$ cat src/alu_status_pkg.sv
// Constants, types and register map for the status register bank
package alu_status_pkg;

  // Register fields of the status byte
  localparam int IND_BANK_BIT   = 7;
  localparam int DIR_BANK_HI    = 6;
  localparam int DIR_BANK_LO    = 5;
  localparam int TIMEOUT_BIT    = 4;
  localparam int POWERDOWN_BIT  = 3;
  localparam int ZERO_BIT       = 2;
  localparam int NIB_CARRY_BIT  = 1;
  localparam int CARRY_BIT      = 0;

  // Value after power-on reset: banks 0, both cause flags set
  localparam logic [7:0] STATUS_RESET = 8'h18;

  // Core file address of the status byte (both banks)
  localparam logic [6:0] STATUS_FILE_ADDR = 7'h03;

  // Register indices and APB byte addresses
  localparam logic [11:0] STATUS_IDX_LO    = 12'h003;
  localparam logic [11:0] STATUS_IDX_HI    = 12'h083;
  localparam logic [11:0] STATUS_ADDR_LO   = 12'h00C;
  localparam logic [11:0] STATUS_ADDR_HI   = 12'h20C;
  localparam logic [11:0] IRQ_STATUS_ADDR  = 12'h300;
  localparam logic [11:0] IRQ_MASK_ADDR    = 12'h304;

  // Interrupt status bits
  localparam int IRQ_TIMEOUT = 0;
  localparam int IRQ_SLEEP   = 1;
  localparam int IRQ_ZERO    = 2;
  localparam int IRQ_WIDTH   = 3;
  localparam logic [2:0] IRQ_RESET = 3'h0;

  // Operation classes presented by the execution unit
  typedef enum logic [3:0] {
    OP_ADD  = 4'h0,
    OP_SUB  = 4'h1,
    OP_AND  = 4'h2,
    OP_IOR  = 4'h3,
    OP_XOR  = 4'h4,
    OP_COM  = 4'h5,
    OP_INC  = 4'h6,
    OP_DEC  = 4'h7,
    OP_RRC  = 4'h8,
    OP_RLC  = 4'h9,
    OP_CLR  = 4'hA,
    OP_MOVZ = 4'hB,
    OP_MOVW = 4'hC,
    OP_SWAP = 4'hD,
    OP_BCLR = 4'hE,
    OP_BSET = 4'hF
  } op_e;

endpackage : alu_status_pkg

$ cat src/alu_link_if.sv
// Signals between the status bank and its flag arithmetic unit
`timescale 1ns/100ps
interface alu_link_if;
  import alu_status_pkg::*;
  op_e        op;
  logic [7:0] opa;
  logic [7:0] opb;
  logic [2:0] bit_sel;
  logic       carry_in;
  logic [7:0] result;
  logic       zero;
  logic       nib_carry;
  logic       carry;
  logic       upd_z;
  logic       upd_dc;
  logic       upd_c;

  modport bank (output op, opa, opb, bit_sel, carry_in,
                input  result, zero, nib_carry, carry,
                       upd_z, upd_dc, upd_c);
  modport unit (input  op, opa, opb, bit_sel, carry_in,
                output result, zero, nib_carry, carry,
                       upd_z, upd_dc, upd_c);
endinterface : alu_link_if

$ cat src/flag_alu.sv
// Arithmetic unit producing the result byte and the three flags
`timescale 1ns/100ps
module flag_alu (
  alu_link_if.unit lnk
);
  import alu_status_pkg::*;

  logic [8:0] sum;
  logic [4:0] nib;
  logic [7:0] addend;

  // Subtract adds the two's complement; flags then mean no borrow
  always_comb begin
    addend = (lnk.op == OP_SUB) ? ~lnk.opb : lnk.opb;
    sum    = {1'b0, lnk.opa} + {1'b0, addend}
           + {8'h00, lnk.op == OP_SUB};
    nib    = {1'b0, lnk.opa[3:0]} + {1'b0, addend[3:0]}
           + {4'h0, lnk.op == OP_SUB};
  end

  // Result and flag selection per operation class
  always_comb begin
    lnk.result    = lnk.opa;
    lnk.nib_carry = nib[4];
    lnk.carry     = sum[8];
    lnk.upd_z     = 1'b1;
    lnk.upd_dc    = 1'b0;
    lnk.upd_c     = 1'b0;
    case (lnk.op)
      OP_ADD, OP_SUB: begin
        lnk.result = sum[7:0];
        lnk.upd_dc = 1'b1;
        lnk.upd_c  = 1'b1;
      end
      OP_AND:  lnk.result = lnk.opa & lnk.opb;
      OP_IOR:  lnk.result = lnk.opa | lnk.opb;
      OP_XOR:  lnk.result = lnk.opa ^ lnk.opb;
      OP_COM:  lnk.result = ~lnk.opa;
      OP_INC:  lnk.result = lnk.opa + 8'h01;
      OP_DEC:  lnk.result = lnk.opa - 8'h01;
      OP_RRC: begin
        lnk.result = {lnk.carry_in, lnk.opa[7:1]};
        lnk.carry  = lnk.opa[0];
        lnk.upd_z  = 1'b0;
        lnk.upd_c  = 1'b1;
      end
      OP_RLC: begin
        lnk.result = {lnk.opa[6:0], lnk.carry_in};
        lnk.carry  = lnk.opa[7];
        lnk.upd_z  = 1'b0;
        lnk.upd_c  = 1'b1;
      end
      OP_CLR:  lnk.result = 8'h00;
      OP_MOVZ: lnk.result = lnk.opa;
      OP_MOVW: begin
        lnk.result = lnk.opb;
        lnk.upd_z  = 1'b0;
      end
      OP_SWAP: begin
        lnk.result = {lnk.opa[3:0], lnk.opa[7:4]};
        lnk.upd_z  = 1'b0;
      end
      OP_BCLR: begin
        lnk.result = lnk.opa & ~(8'h01 << lnk.bit_sel);
        lnk.upd_z  = 1'b0;
      end
      OP_BSET: begin
        lnk.result = lnk.opa | (8'h01 << lnk.bit_sel);
        lnk.upd_z  = 1'b0;
      end
      default: lnk.upd_z = 1'b0;
    endcase
    lnk.zero = (lnk.result == 8'h00);
  end

endmodule : flag_alu

$ cat src/alu_status_bank_select.sv
// Status register bank: ALU flags, reset causes, bank select, APB
// Function
// - Status reachable as ordinary file register at addresses 03h and 83h.
// - Flag-updating instruction to status suppresses data write to Z, DC, C.
// - Z on zero result, DC from bit 3 carry, C from bit 7 carry.
// - Cause flags not writable; set/cleared by watchdog, sleep, power-up.
// - Clear-register on status gives upper three zero, Z set, rest kept.
// - Two direct bank bits pick one of four 128-byte banks.
// - Top bit picks banks 2-3 for indirect access; keep unused bits clear.
// - In subtraction C and DC read as inverted borrow.
// - Subtraction adds the two's complement of the second operand.
// - Rotates through carry load C with the bit shifted out.
// - Power-on clears direct bank bits, sets both cause flags.
`timescale 1ns/100ps
module alu_status_bank_select (
  input  wire logic                  mclk_i,
  input  wire logic                  reset_i,
  // APB slave
  input  wire logic                  psel_i,
  input  wire logic                  penable_i,
  input  wire logic                  pwrite_i,
  input  wire logic [11:0]           paddr_i,
  input  wire logic [31:0]           pwdata_i,
  output logic      [31:0]           prdata_o,
  output logic                       pready_o,
  output logic                       pslverr_o,
  output logic                       irq_o,
  // Execution unit side
  input  wire logic                  exec_i,
  input  wire alu_status_pkg::op_e   op_i,
  input  wire logic [6:0]            file_addr_i,
  input  wire logic [7:0]            file_data_i,
  input  wire logic                  use_literal_i,
  input  wire logic [7:0]            literal_i,
  input  wire logic [7:0]            work_i,
  input  wire logic [2:0]            bit_sel_i,
  input  wire logic                  to_file_i,
  input  wire logic [7:0]            ind_ptr_i,
  // Watchdog and sleep events, one-cycle pulses
  input  wire logic                  wdt_clear_i,
  input  wire logic                  sleep_i,
  input  wire logic                  wdt_timeout_i,
  // Results
  output logic      [7:0]            status_o,
  output logic      [7:0]            result_o,
  output logic                       result_valid_o,
  output logic      [8:0]            direct_addr_o,
  output logic      [8:0]            indirect_addr_o
);
  import alu_status_pkg::*;

  // Whole module state in one record
  typedef struct packed {
    logic [7:0]           status;
    logic [7:0]           result;
    logic                 result_valid;
    logic [IRQ_WIDTH-1:0] irq_status;
    logic [IRQ_WIDTH-1:0] irq_mask;
    logic [31:0]          prdata;
  } state_s;

  state_s st;
  state_s next_st;

  alu_link_if lnk ();

  logic                 is_status;
  logic                 core_wr_status;
  logic                 apb_setup;
  logic                 apb_access;
  logic                 apb_wr;
  logic                 apb_hit;
  logic [31:0]          rd_mux;
  logic [IRQ_WIDTH-1:0] irq_set;
  logic [7:0]           wr_byte;

  flag_alu u_alu (
    .lnk (lnk.unit)
  );

  // Both mirrored file addresses decode to the status byte
  assign is_status = (file_addr_i == STATUS_FILE_ADDR);
  assign core_wr_status = exec_i & to_file_i & is_status;

  // Operand fetch: literal if selected, else status reads itself, else file
  assign lnk.op       = op_i;
  assign lnk.opa      = use_literal_i ? literal_i
                      : (is_status ? st.status : file_data_i);
  assign lnk.opb      = work_i;
  assign lnk.bit_sel  = bit_sel_i;
  assign lnk.carry_in = st.status[CARRY_BIT];

  // APB phase decode
  assign apb_setup  = psel_i & ~penable_i;
  assign apb_access = psel_i & penable_i;
  assign apb_hit    = (paddr_i == STATUS_ADDR_LO)
                    | (paddr_i == STATUS_ADDR_HI)
                    | (paddr_i == IRQ_STATUS_ADDR)
                    | (paddr_i == IRQ_MASK_ADDR);

  // A bus write waits while the core writes the status as a file register;
  // flag updates from other instructions are not held off, and a bus write of the status overrides them
  assign pready_o  = ~(apb_access & pwrite_i & core_wr_status);
  assign apb_wr    = apb_access & pwrite_i & pready_o;
  assign pslverr_o = apb_access & pready_o & ~apb_hit;
  assign wr_byte   = pwdata_i[7:0];

  // Next-state logic for the whole block
  always_comb begin
    next_st = st;
    irq_set = '0;

    // Read data multiplexer, unmapped reads return zero
    rd_mux = 32'h0000_0000;
    case (paddr_i)
      STATUS_ADDR_LO,
      STATUS_ADDR_HI:  rd_mux = {24'h00_0000, st.status};
      IRQ_STATUS_ADDR: rd_mux = {29'h0, st.irq_status};
      IRQ_MASK_ADDR:   rd_mux = {29'h0, st.irq_mask};
      default:         rd_mux = 32'h0000_0000;
    endcase

    // Read data captured in the setup phase, held through access
    if (apb_setup) begin
      next_st.prdata = rd_mux;
    end

    // Result register for the execution unit
    next_st.result_valid = exec_i;
    if (exec_i) begin
      next_st.result = lnk.result;
    end

    // Data write of the result into the status byte; cause flags are
    // never written by data, and a flag-affecting instruction loses
    // its data write to all three arithmetic flags, not only its own
    if (core_wr_status) begin
      next_st.status[7:5] = lnk.result[7:5];
      if (!(lnk.upd_z || lnk.upd_dc || lnk.upd_c)) begin
        next_st.status[2:0] = lnk.result[2:0];
      end
    end

    // Flag updates win over the data write of the same bits
    if (exec_i && lnk.upd_z) begin
      next_st.status[ZERO_BIT] = lnk.zero;
      irq_set[IRQ_ZERO] = lnk.zero;
    end
    if (exec_i && lnk.upd_dc) begin
      next_st.status[NIB_CARRY_BIT] = lnk.nib_carry;
    end
    if (exec_i && lnk.upd_c) begin
      next_st.status[CARRY_BIT] = lnk.carry;
    end

    // Bus write acts like a plain move: cause flags untouched
    if (apb_wr && (paddr_i == STATUS_ADDR_LO
                   || paddr_i == STATUS_ADDR_HI)) begin
      next_st.status[7:5] = wr_byte[7:5];
      next_st.status[2:0] = wr_byte[2:0];
    end

    // Watchdog clear and sleep raise the timeout flag
    if (wdt_clear_i) begin
      next_st.status[TIMEOUT_BIT]   = 1'b1;
      next_st.status[POWERDOWN_BIT] = 1'b1;
    end
    if (sleep_i) begin
      next_st.status[TIMEOUT_BIT]   = 1'b1;
      next_st.status[POWERDOWN_BIT] = 1'b0;
      irq_set[IRQ_SLEEP] = 1'b1;
    end
    // A time-out is the last word: it must survive a racing clear
    if (wdt_timeout_i) begin
      next_st.status[TIMEOUT_BIT] = 1'b0;
      irq_set[IRQ_TIMEOUT] = 1'b1;
    end

    // Interrupt mask write
    if (apb_wr && paddr_i == IRQ_MASK_ADDR) begin
      next_st.irq_mask = pwdata_i[IRQ_WIDTH-1:0];
    end

    // Write-one-to-clear, a new event in the same cycle wins
    if (apb_wr && paddr_i == IRQ_STATUS_ADDR) begin
      next_st.irq_status = st.irq_status
                         & ~pwdata_i[IRQ_WIDTH-1:0];
    end
    next_st.irq_status = next_st.irq_status | irq_set;
  end

  // State register; arithmetic flags given a defined zero
  always_ff @(posedge mclk_i or posedge reset_i) begin
    if (reset_i) begin
      st.status       <= STATUS_RESET;
      st.result       <= 8'h00;
      st.result_valid <= 1'b0;
      st.irq_status   <= IRQ_RESET;
      st.irq_mask     <= IRQ_RESET;
      st.prdata       <= 32'h0000_0000;
    end else begin
      st <= next_st;
    end
  end

  // Outputs straight from the state record
  assign status_o       = st.status;
  assign result_o       = st.result;
  assign result_valid_o = st.result_valid;
  assign prdata_o       = st.prdata;
  assign irq_o          = |(st.irq_status & st.irq_mask);

  // Direct address: bank bits above the 7-bit file address
  assign direct_addr_o = {st.status[DIR_BANK_HI],
                          st.status[DIR_BANK_LO],
                          file_addr_i};

  // Indirect address: one bank bit above the 8-bit pointer
  assign indirect_addr_o = {st.status[IND_BANK_BIT],
                            ind_ptr_i};

endmodule : alu_status_bank_select

$ cat config.mk
export PLATFORM = sky130hd
export DESIGN_NAME = alu_status_bank_select
export DESIGN_NICKNAME = d
export VERILOG_FILES = /design/src/alu_status_pkg.sv /design/src/alu_link_if.sv /design/src/flag_alu.sv /design/src/alu_status_bank_select.sv
export SDC_FILE = /design/constraint.sdc
export NUM_CORES = 1
export LEC_CHECK = 0
export BUFFER_PORTS_ARGS = -buffer_cell sky130_fd_sc_hd__buf_2
export CAP_MARGIN = 20
export CORE_MARGIN = 5
export CORE_UTILIZATION = 50
export DETAILED_ROUTE_END_ITERATION = 8
export HOLD_SLACK_MARGIN = 0.15
export PLACE_DENSITY = 0.81
export SYNTH_ARGS = -nofsm -noshare
export SYNTH_HDL_FRONTEND = slang
export SYNTH_SLANG_ARGS = --single-unit
$ cat constraint.sdc
create_clock -name mclk_i -period 4.9 [get_ports mclk_i]
set_clock_uncertainty 0.05 [all_clocks]
set_input_delay 0 -clock mclk_i [delete_from_list [all_inputs] [get_ports mclk_i]]
set_output_delay 0 -clock mclk_i [all_outputs]
set_load 0.005 [all_outputs]
==> reports/qor.txt, run 1 <==
Routability cong. = 1.04
Dpl hpwl = 11,000 um
PortBufs = 104
Max-cap violations = 0
Core box area = 8260 um^2
CP Max Fanout = 8
First-pass GRT wire length = 23,000 um
Vias in the first global route = 4,517
Yosys warning total = 0
Final net count = 765
Pwr/cell area = 203 nW/um^2
GRT Total Usage = 27.9%
Number of remaining DRC errors = 0
Fill cells = 768
DRT Pass-1 Iters = 5
Longest Clk Path Bufs = 2
Ys async rst share = 100%
Synth top area cells = dfrtp_1, buf_4, nand2_1
Total power = 997 uW
Clk sinks = 31
Via count = 4,781
CTS root buffer = clkbuf_8
Post-Route WL = 14,900 um
Number of flops mapped to enable cells by yosys = 0
Share of layout cells above drive strength 1 = 23.7%
Worst EP arrival = 4.36 ns
CTS buffer count = 5
Largest net degree at the start of global routing = 31
Slew margin rel. = 32.3%
Pins over their slew limit = 0
CP required = 5.01 ns
CP Class = in2reg
H-tree depth = 2
Die area = 10,400 um^2
Final ANT Viol Nets = 0
Peak Freq = 0.236 GHz
Clk slew on worst S/H paths = 0.06 ns
Worst path buffer plus inverter count = 3
# setup viols final = 0
Row count = 33
Final Cycle Share = 86.6%
Synth Instances = 563
Worst path top cell family by delay = compound AO/OA/AOI/OAI gates
VDD IR max = 0.000136 V
Clk_lat worst skew = 0.29 ns
Initial Utilization = 51.4%
Critical path's largest stage delay = 0.77 ns
Slew at the pin closest to its max-slew limit = 1.01 ns
Synthesized area = 4240 um^2
Post-cts sizing count = 0
Outcome = complete, no violations
Hold Fails Final Rpt = 0
Most common cell after layout, fill and taps aside = buf_2
Post-synth top flop = dfrtp_1
P&R area growth vs syn = 15.9%
Unrepaired setup endpoints after global routing = false
Initial DRC count = 616
Crit end category = flop
Area leader, netlist = dfrtp_1
Initial antenna violation count = 1
CTS tree = done
Avg Vias per Cell = 6.33
Yosys cell types = 77
Die X = 102 um
Global route overflow = 0
Crit-path cells = buf_2, or4b_1, o21ai_0, nand2_1, and2_1, nand2_1, o21ai_0, fa_1, a21o_1, a21o_1, a21o_1, a21oi_1, xnor2_1, o32ai_1, buf_4, o21ai_0, dlygate4sd3_1
Slowest CP cell = or4b_1
Lkg Pwr = 2.28 nW
Post-synthesis sequential area ratio = 18.3%
Top Ports = 171
Setup_tns = 0 ns
Startpoint Class = primary input
Tmin final = 4.24 ns
Post-synth top area share = 17.1%
Hold Crit Class = in2out
Die Ht = 102 um
Routed wire per std cell = 19.7 um
Register bit count reported by yosys = 31
Commonest cells after routing, fill and taps aside = buf_2, nand2_1, nor2_1
Mean Syn Cell Area = 7.54 um^2
layer usage:
layer  track usage (%)  share of wire, %  vias to the layer above
met4              13.3               5.5                        0
met1              36.0                39                     2221
met3              5.87                11                       76
met2              44.6                45                      339
met5                 0                 0                        -
li1                  -                 -                     2145
timing repair:
action,in CTS,in global routing
setup buffers,0,0
endpoints found under the hold margin,63,0
hold buffers,29,0
worst register-to-register path, cell delays in order, from the launching register on:
cell	delay, ns
dfrtp_1	0.51
a31oi_1	0.15
nand2_1	0.23
and2_1	0.24
inv_1	0.13
fa_1	0.53
nand2b_1	0.19
o2bb2ai_1	0.14
nand2b_1	0.17
mux2i_1	0.19
o211ai_1	0.15
o32ai_1	0.44
buf_4	0.21
o21ai_0	0.06
dlygate4sd3_1	0.56
through the flow:
stage                     util [%]  instances  area (um^2)  worst slack (ns)  hold slack, ns
after floorplan                  -        586         4330              1.15         -0.0186
after global placement        54.3        716         4480             0.880         -0.0500
after detailed placement      54.6        717         4510             0.783         -0.0540
after CTS                     59.5        754         4920             0.783           0.159
after global routing          59.6        755         4920             0.491           0.168
final                         59.6        755         4920             0.656           0.152
synth_stat cells (all sizes together) (6+ instances only):
master  number
mux2i       13
nor4         9
nand4        7
xnor2       16
nor2        41
a31oi       14
nor3        13
o21ai       30
o22ai        9
mux2         9
xor2         6
nand2b      11
a21oi       36
nand3       16
a21o         8
a22oi        8
dfrtp       29
buf         71
clkbuf      22
nor2b       16
inv         16
and3         7
nand2       58
a32oi        6
ha          14
power breakdown:
part           internal [mW]  switching (mW)  total, mW
logic                  0.183           0.244      0.427
registers              0.280          0.0250      0.305
clock network          0.164           0.100      0.264
final cells by class:
cell class                      instances  area [um^2]  share of cell area [%]
Antenna cell                            1         2.50                  0.0509
Clock buffer                            6         82.6                    1.68
Clock inverter                          2         35.0                   0.712
Inverter                               17         63.8                    1.30
Multi-Input combinational cell        445         2880                    58.6
Sequential cell                        31          778                    15.8
Tap cell                              105          131                    2.67
Timing Repair Buffer                  148          943                    19.2
registers in the layout, indices dropped and copies added, names as in the netlist:
signal          cells
st                  6
prdata_o            8
result_valid_o      1
status_o            8
result_o            8
worst paths after layout:
path                           startpoint                to  slack [ns]  cells past startpoint
min                        file_addr_i[1]  direct_addr_o[1]        0.15                      2
min reg2reg                   prdata_o[4]       prdata_o[4]        0.41                      2
max in group asynchronous         reset_i       status_o[4]        4.09                      4
max                        file_addr_i[3]       status_o[6]        0.66                     17
min in group asynchronous         reset_i       result_o[6]        0.17                      3
max reg2reg                   status_o[0]       status_o[6]        0.83                     14
kinds of logic (layout without fill, tap and decap cells):
logic type | Yosys count | after routing | synth area share, %
adder cells (fa/ha/maj) | 16 | 16 | 5.07
flip-flops | 31 | 31 | 18.3
AO/OA/AOI/OAI | 157 | 157 | 25.4
AND/OR/NAND/NOR | 204 | 204 | 25.3
other | 1 | 25 | 0.0884
multiplexers | 22 | 22 | 5.54
buffers and inverters | 110 | 173 | 15.8
XOR/XNOR | 22 | 22 | 4.54
(Power assumes the default switching activity.)
==> inputs of run 2 (changes only) <==
Clock period 4.9 ns to 5.3 ns, I/O delays scaled along.
==> reports/qor.txt, run 2 (synthesis results as in run 1) <==
Clk sinks = 31 (unchanged)
Die X = 102 um (unchanged)
Routed wire per std cell = 19.3 um (-2.2%)
Crit end category = flop
Max-cap violations = 0 (unchanged)
Worst EP arrival = 4.35 ns (about the same)
Final ANT Viol Nets = 0 (unchanged)
Routability cong. = 1.05 (+1.3%)
Initial DRC count = 738 (+20%)
Met3 usage = 5.67% (-0.20 points)
Final core occ = 59.0% (-0.55 points)
GRT met1 Usage = 33.3% (-2.6 points)
Share of layout cells above drive strength 1 = 23.1% (-0.63 points)
Startpoint Class = flop
Longest Clk Path Bufs = 2 (unchanged)
# setup viols final = 0 (unchanged)
Core box area = 8260 um^2 (unchanged)
CTS buffer count = 5 (unchanged)
Outcome = complete, no violations
Most common cell after layout, fill and taps aside = buf_2
First-pass GRT wire length = 22,000 um (-4.4%)
Largest net degree at the start of global routing = 33 (+6.5%)
Global route overflow = 0 (unchanged)
CP Class = reg2reg
CP required = 5.42 ns (+0.41 ns)
Initial antenna violation count = 0 (-1)
GRT Total Usage = 26.3% (-1.6 points)
Clk_lat worst skew = 0.29 ns (about the same)
Lkg Pwr = 2.26 nW (-1.2%)
Peak Freq = 0.236 GHz
CTS tree = done
Worst reg-to-reg path cell count = 12 (-2)
Pwr/cell area = 187 nW/um^2 (-7.5%)
Row count = 33 (unchanged)
Post-Route WL = 14,500 um (-2.6%)
Slew margin rel. = 33.8% (+1.5 points)
Die Ht = 102 um (unchanged)
DRT Pass-1 Iters = 6 (+1)
Avg Vias per Cell = 6.32 (-0.19%)
Slew at the pin closest to its max-slew limit = 0.986 ns (-0.0223 ns)
Setup_tns = 0 ns (unchanged)
Final Cycle Share = 79.8%
Commonest cells after routing, fill and taps aside = buf_2, nand2_1, nor2_1
Tmin final = 4.23 ns
CP Max Fanout = 7 (-1)
H-tree depth = 2 (unchanged)
Dpl hpwl = 10,500 um (-5.2%)
Fill cells = 766 (-0.26%)
P&R area growth vs syn = 14.9%
Unrepaired setup endpoints after global routing = false
Via count = 4,753 (-0.59%)
Initial Utilization = 51.4% (unchanged)
Met2 GRT Util = 42.8% (-1.8 points)
PortBufs = 104 (unchanged)
Final net count = 761 (-0.52%)
Pins over their slew limit = 0 (unchanged)
Gr busiest metal = met2
Vias in the first global route = 4,452 (-1.4%)
Hold Crit Class = in2out
CTS root buffer = clkbuf_8
Die area = 10,400 um^2 (unchanged)
Clk slew on worst S/H paths = 0.07 ns (about the same)
Hold path depth = 2 (unchanged)
VDD IR max = 0.000121 V (-11%)
Hold Fails Final Rpt = 0 (unchanged)
Number of remaining DRC errors = 0 (unchanged)
Top Ports = 171 (unchanged)
run 2: metal layers:
layer	part of all wire [%]	wire, um	vias up
met5	0	0	-
met4	3.9	565	0
met3	12	1760	62
met2	46	6740	369
met1	38	5450	2182
li1	-	-	2140
run 2: area by class of cell:
type                            instances  area, um^2  area share, %
Inverter                               17        63.8           1.31
Multi-Input combinational cell        445        2880           59.1
Clock inverter                          2        35.0          0.719
Antenna cell                            2        5.00          0.103
Clock buffer                            6        82.6           1.69
Timing Repair Buffer                  144         896           18.4
Tap cell                              105         131           2.70
Sequential cell                        31         778           16.0
run 2: what timing repair did:
action,in CTS,in global routing
hold buffers,30,0
hold endpoints to repair,65,0
setup buffers,0,0
resized for setup,0,0
run 2: per-stage QoR:
stage	instance area (um^2)	power, mW	hold slack (ns)	setup WS, ns	instances
after global placement	4450	0.629	-0.0500	1.27	712
after detailed placement	4450	0.637	-0.0500	1.19	712
after CTS	4870	0.901	0.156	1.22	750
after global routing	4870	0.961	0.168	0.979	750
after floorplan	4330	0.553	-0.0186	1.55	586
final	4870	0.914	0.154	1.07	752
run 2: worst max-delay path: stages, from the launching register on:
cell,delay [ns]
dfrtp_1,0.54
a31oi_1,0.13
a21oi_1,0.64
ha_1,0.41
a21oi_1,0.18
o31ai_1,0.12
a31o_2,0.26
a31oi_1,0.29
o21ai_0,0.18
xor2_1,0.17
a221oi_2,0.42
o21ai_0,0.14
dlygate4sd3_1,0.58
run 2: report_power, final:
part / switching, mW / internal, mW / leakage, nW / total (mW)
clock network: 0.0950 / 0.152 / 0.0612 / 0.247
logic: 0.221 / 0.165 / 1.80 / 0.386
registers: 0.0219 / 0.259 / 0.391 / 0.281
total: 0.338 / 0.576 / 2.26 / 0.914
run 2: worst paths after layout:
path / end / slack, ns / startpoint
worst max-delay path: status_o[7] / 1.07 / status_o[2]
worst min-delay path: direct_addr_o[0] / 0.15 / file_addr_i[0]
worst max register to register: status_o[7] / 1.07 / status_o[2]
worst min register to register: prdata_o[5] / 0.41 / prdata_o[5]
max in group asynchronous: status_o[4] / 4.56 / reset_i
min in group asynchronous: st[35] / 0.29 / reset_i
==> inputs of run 3 (changes only) <==
Clock period 5.3 ns to 4.34 ns, I/O delays scaled along.
==> reports/qor.txt, run 3 (synthesis results as in run 1) <==
Outcome = complete, no violations
GRT met1 Usage = 38.1% (+4.8 points)
Post-cts sizing count = 0 (unchanged)
Routability cong. = 1.05 (-0.48%)
Setup_tns = 0 ns (unchanged)
Switch Pwr = 409 uW (+21%)
Met3 usage = 3.75% (-1.9 points)
Routed wire per std cell = 19.4 um (+0.55%)
Longest Clk Path Bufs = 2 (unchanged)
Met2 GRT Util = 43.0% (+0.20 points)
Top Ports = 171 (unchanged)
PortBufs = 104 (unchanged)
Clock power frac = 26.6% (-0.5 points)
Gr busiest metal = met2
Commonest cells after routing, fill and taps aside = buf_2, nand2_1, nor2_1
Hold Crit Class = in2out
Initial Utilization = 51.4% (unchanged)
Post-Route WL = 14,700 um (+0.95%)
Global route overflow = 0 (unchanged)
Clk sinks = 31 (unchanged)
# setup viols final = 0 (unchanged)
Final net count = 766 (+0.66%)
Startpoint Class = primary input
Die Ht = 102 um (unchanged)
CP Class = in2reg
GRT Total Usage = 27.2% (+0.85 points)
Slew margin rel. = 36.9% (+3.1 points)
Slew at the pin closest to its max-slew limit = 0.939 ns (-0.0466 ns)
Unrepaired setup endpoints after global routing = false
Max-cap violations = 0 (unchanged)
CP required = 4.45 ns (-0.97 ns)
VDD IR max = 0.000138 V (+14%)
Clk_lat worst skew = 0.29 ns (about the same)
Row count = 33 (unchanged)
Via count = 4,678 (-1.6%)
Pins over their slew limit = 0 (unchanged)
Crit-path cells = buf_2, or4b_1, o21ai_0, nand2_1, nand2_1, inv_1, ha_1, nor2b_1, a21oi_1, o22ai_1, a311oi_1, o211ai_1, o32ai_1, buf_4, o21ai_0, dlygate4sd3_1
Sequential Power Share = 30.8% (about the same)
Die X = 102 um (unchanged)
Die area = 10,400 um^2 (unchanged)
Peak Freq = 0.243 GHz
Tmin final = 4.12 ns
Clk slew on worst S/H paths = 0.06 ns (about the same)
H-tree depth = 2 (unchanged)
Worst EP arrival = 4.23 ns (-0.12 ns)
Number of remaining DRC errors = 0 (unchanged)
CP Max Fanout = 8 (+1)
Most common cell after layout, fill and taps aside = buf_2
Slowest CP cell = or4b_1
Final ANT Viol Nets = 0 (unchanged)
CTS root buffer = clkbuf_8
Dpl hpwl = 11,000 um (+5.3%)
Initial antenna violation count = 0 (unchanged)
Largest net degree at the start of global routing = 34 (+3.0%)
Pwr/cell area = 227 nW/um^2 (+21%)
Avg Vias per Cell = 6.20 (-2.0%)
CTS tree = done
Gate power share = 42.6% (+0.4 points)
CTS Hold Buffers Added = 29 (-3.3%)
P&R area growth vs syn = 15.7%
Initial DRC count = 571 (-23%)
Final Cycle Share = 94.8%
Sw frac = 36.7% (-0.32 points)
Critical path's largest stage delay = 0.76 ns (+0.12 ns)
Crit end category = flop
Worst hold margin = 0.156 ns (+0.00169 ns)
Core box area = 8260 um^2 (unchanged)
Setup Fix Bufs, Post-CTS = 0 (unchanged)
Int Pwr = 707 uW (+23%)
First-pass GRT wire length = 22,600 um (+3.1%)
DRT Pass-1 Iters = 6 (unchanged)
Fill cells = 761 (-0.65%)
Hold Fails Final Rpt = 0 (unchanged)
Share of layout cells above drive strength 1 = 24.0% (+0.90 points)
Lkg Pwr = 2.28 nW (+1.1%)
Ant diodes = 0 (-2)
CTS buffer count = 5 (unchanged)
Vias in the first global route = 4,411 (-0.92%)
[run 3: changes by cell type in the layout (fill, tap and decap cells not counted)]
cell and change:
nor4b_1 -1, buf_4 +6, nor4b_2 +1, diode_2 -2, dlygate4sd3_1 -1
[run 3: metal layers]
metal  share of wire (%)  wire [um]
met4                 2.3        341
met5                   0          0
met1                  40       5880
met3                  11       1630
met2                  46       6800
[run 3: through the flow]
| stage | cell area, um^2 | total power [mW] | utilization, % | setup WS (ns) | std cells |
|---|---|---|---|---|---|
| 3_5_place_dp | 4500 | 0.790 | 54.5 | 0.338 | 718 |
| 2_1_floorplan | 4330 | 0.676 | - | 0.591 | 586 |
| 5_1_grt | 4910 | 1.18 | 59.5 | 0.0205 | 755 |
| 3_3_place_gp | 4500 | 0.784 | 54.5 | 0.358 | 718 |
| 4_1_cts | 4910 | 1.11 | 59.5 | 0.303 | 755 |
| 6_report | 4910 | 1.12 | 59.5 | 0.224 | 755 |
[run 3: worst max-delay path: cells and delay by family]
family / cells / cell delay, ns
fa+ha+maj: 1 / 0.39
buf+inv: 4 / 1.00
simple gates: 4 / 1.27
compound gates: 7 / 1.57
[run 3: power groups by stage]
stage | clock network, mW | logic [mW] | registers [mW]
floorplan | 0 | 0.339 | 0.337
global placement | 0 | 0.435 | 0.348
detailed placement | 0 | 0.442 | 0.348
CTS | 0.298 | 0.465 | 0.343
global route | 0.316 | 0.516 | 0.347
finish | 0.298 | 0.476 | 0.344
[run 3: path summary, 6_finish.rpt]
path	slack [ns]	to	from	cells past startpoint
worst max-delay path	0.22	status_o[6]	file_addr_i[3]	16
worst min-delay path	0.16	direct_addr_o[1]	file_addr_i[1]	2
worst max register to register	0.35	status_o[7]	status_o[4]	11
worst min register to register	0.41	prdata_o[5]	prdata_o[5]	2
max in group asynchronous	3.63	status_o[3]	reset_i	4
min in group asynchronous	0.27	result_o[7]	reset_i	4
[run 3: area by class of cell]
cell class                 count  area [um^2]  area share [%]
multi-input combinational    445         2890            58.8
timing repair buffer         149          931            19.0
sequential                    31          778            15.8
tap                          105          131            2.68
clock buffer                   6         82.6            1.68
inverter                      17         63.8            1.30
clock inverter                 2         35.0           0.713
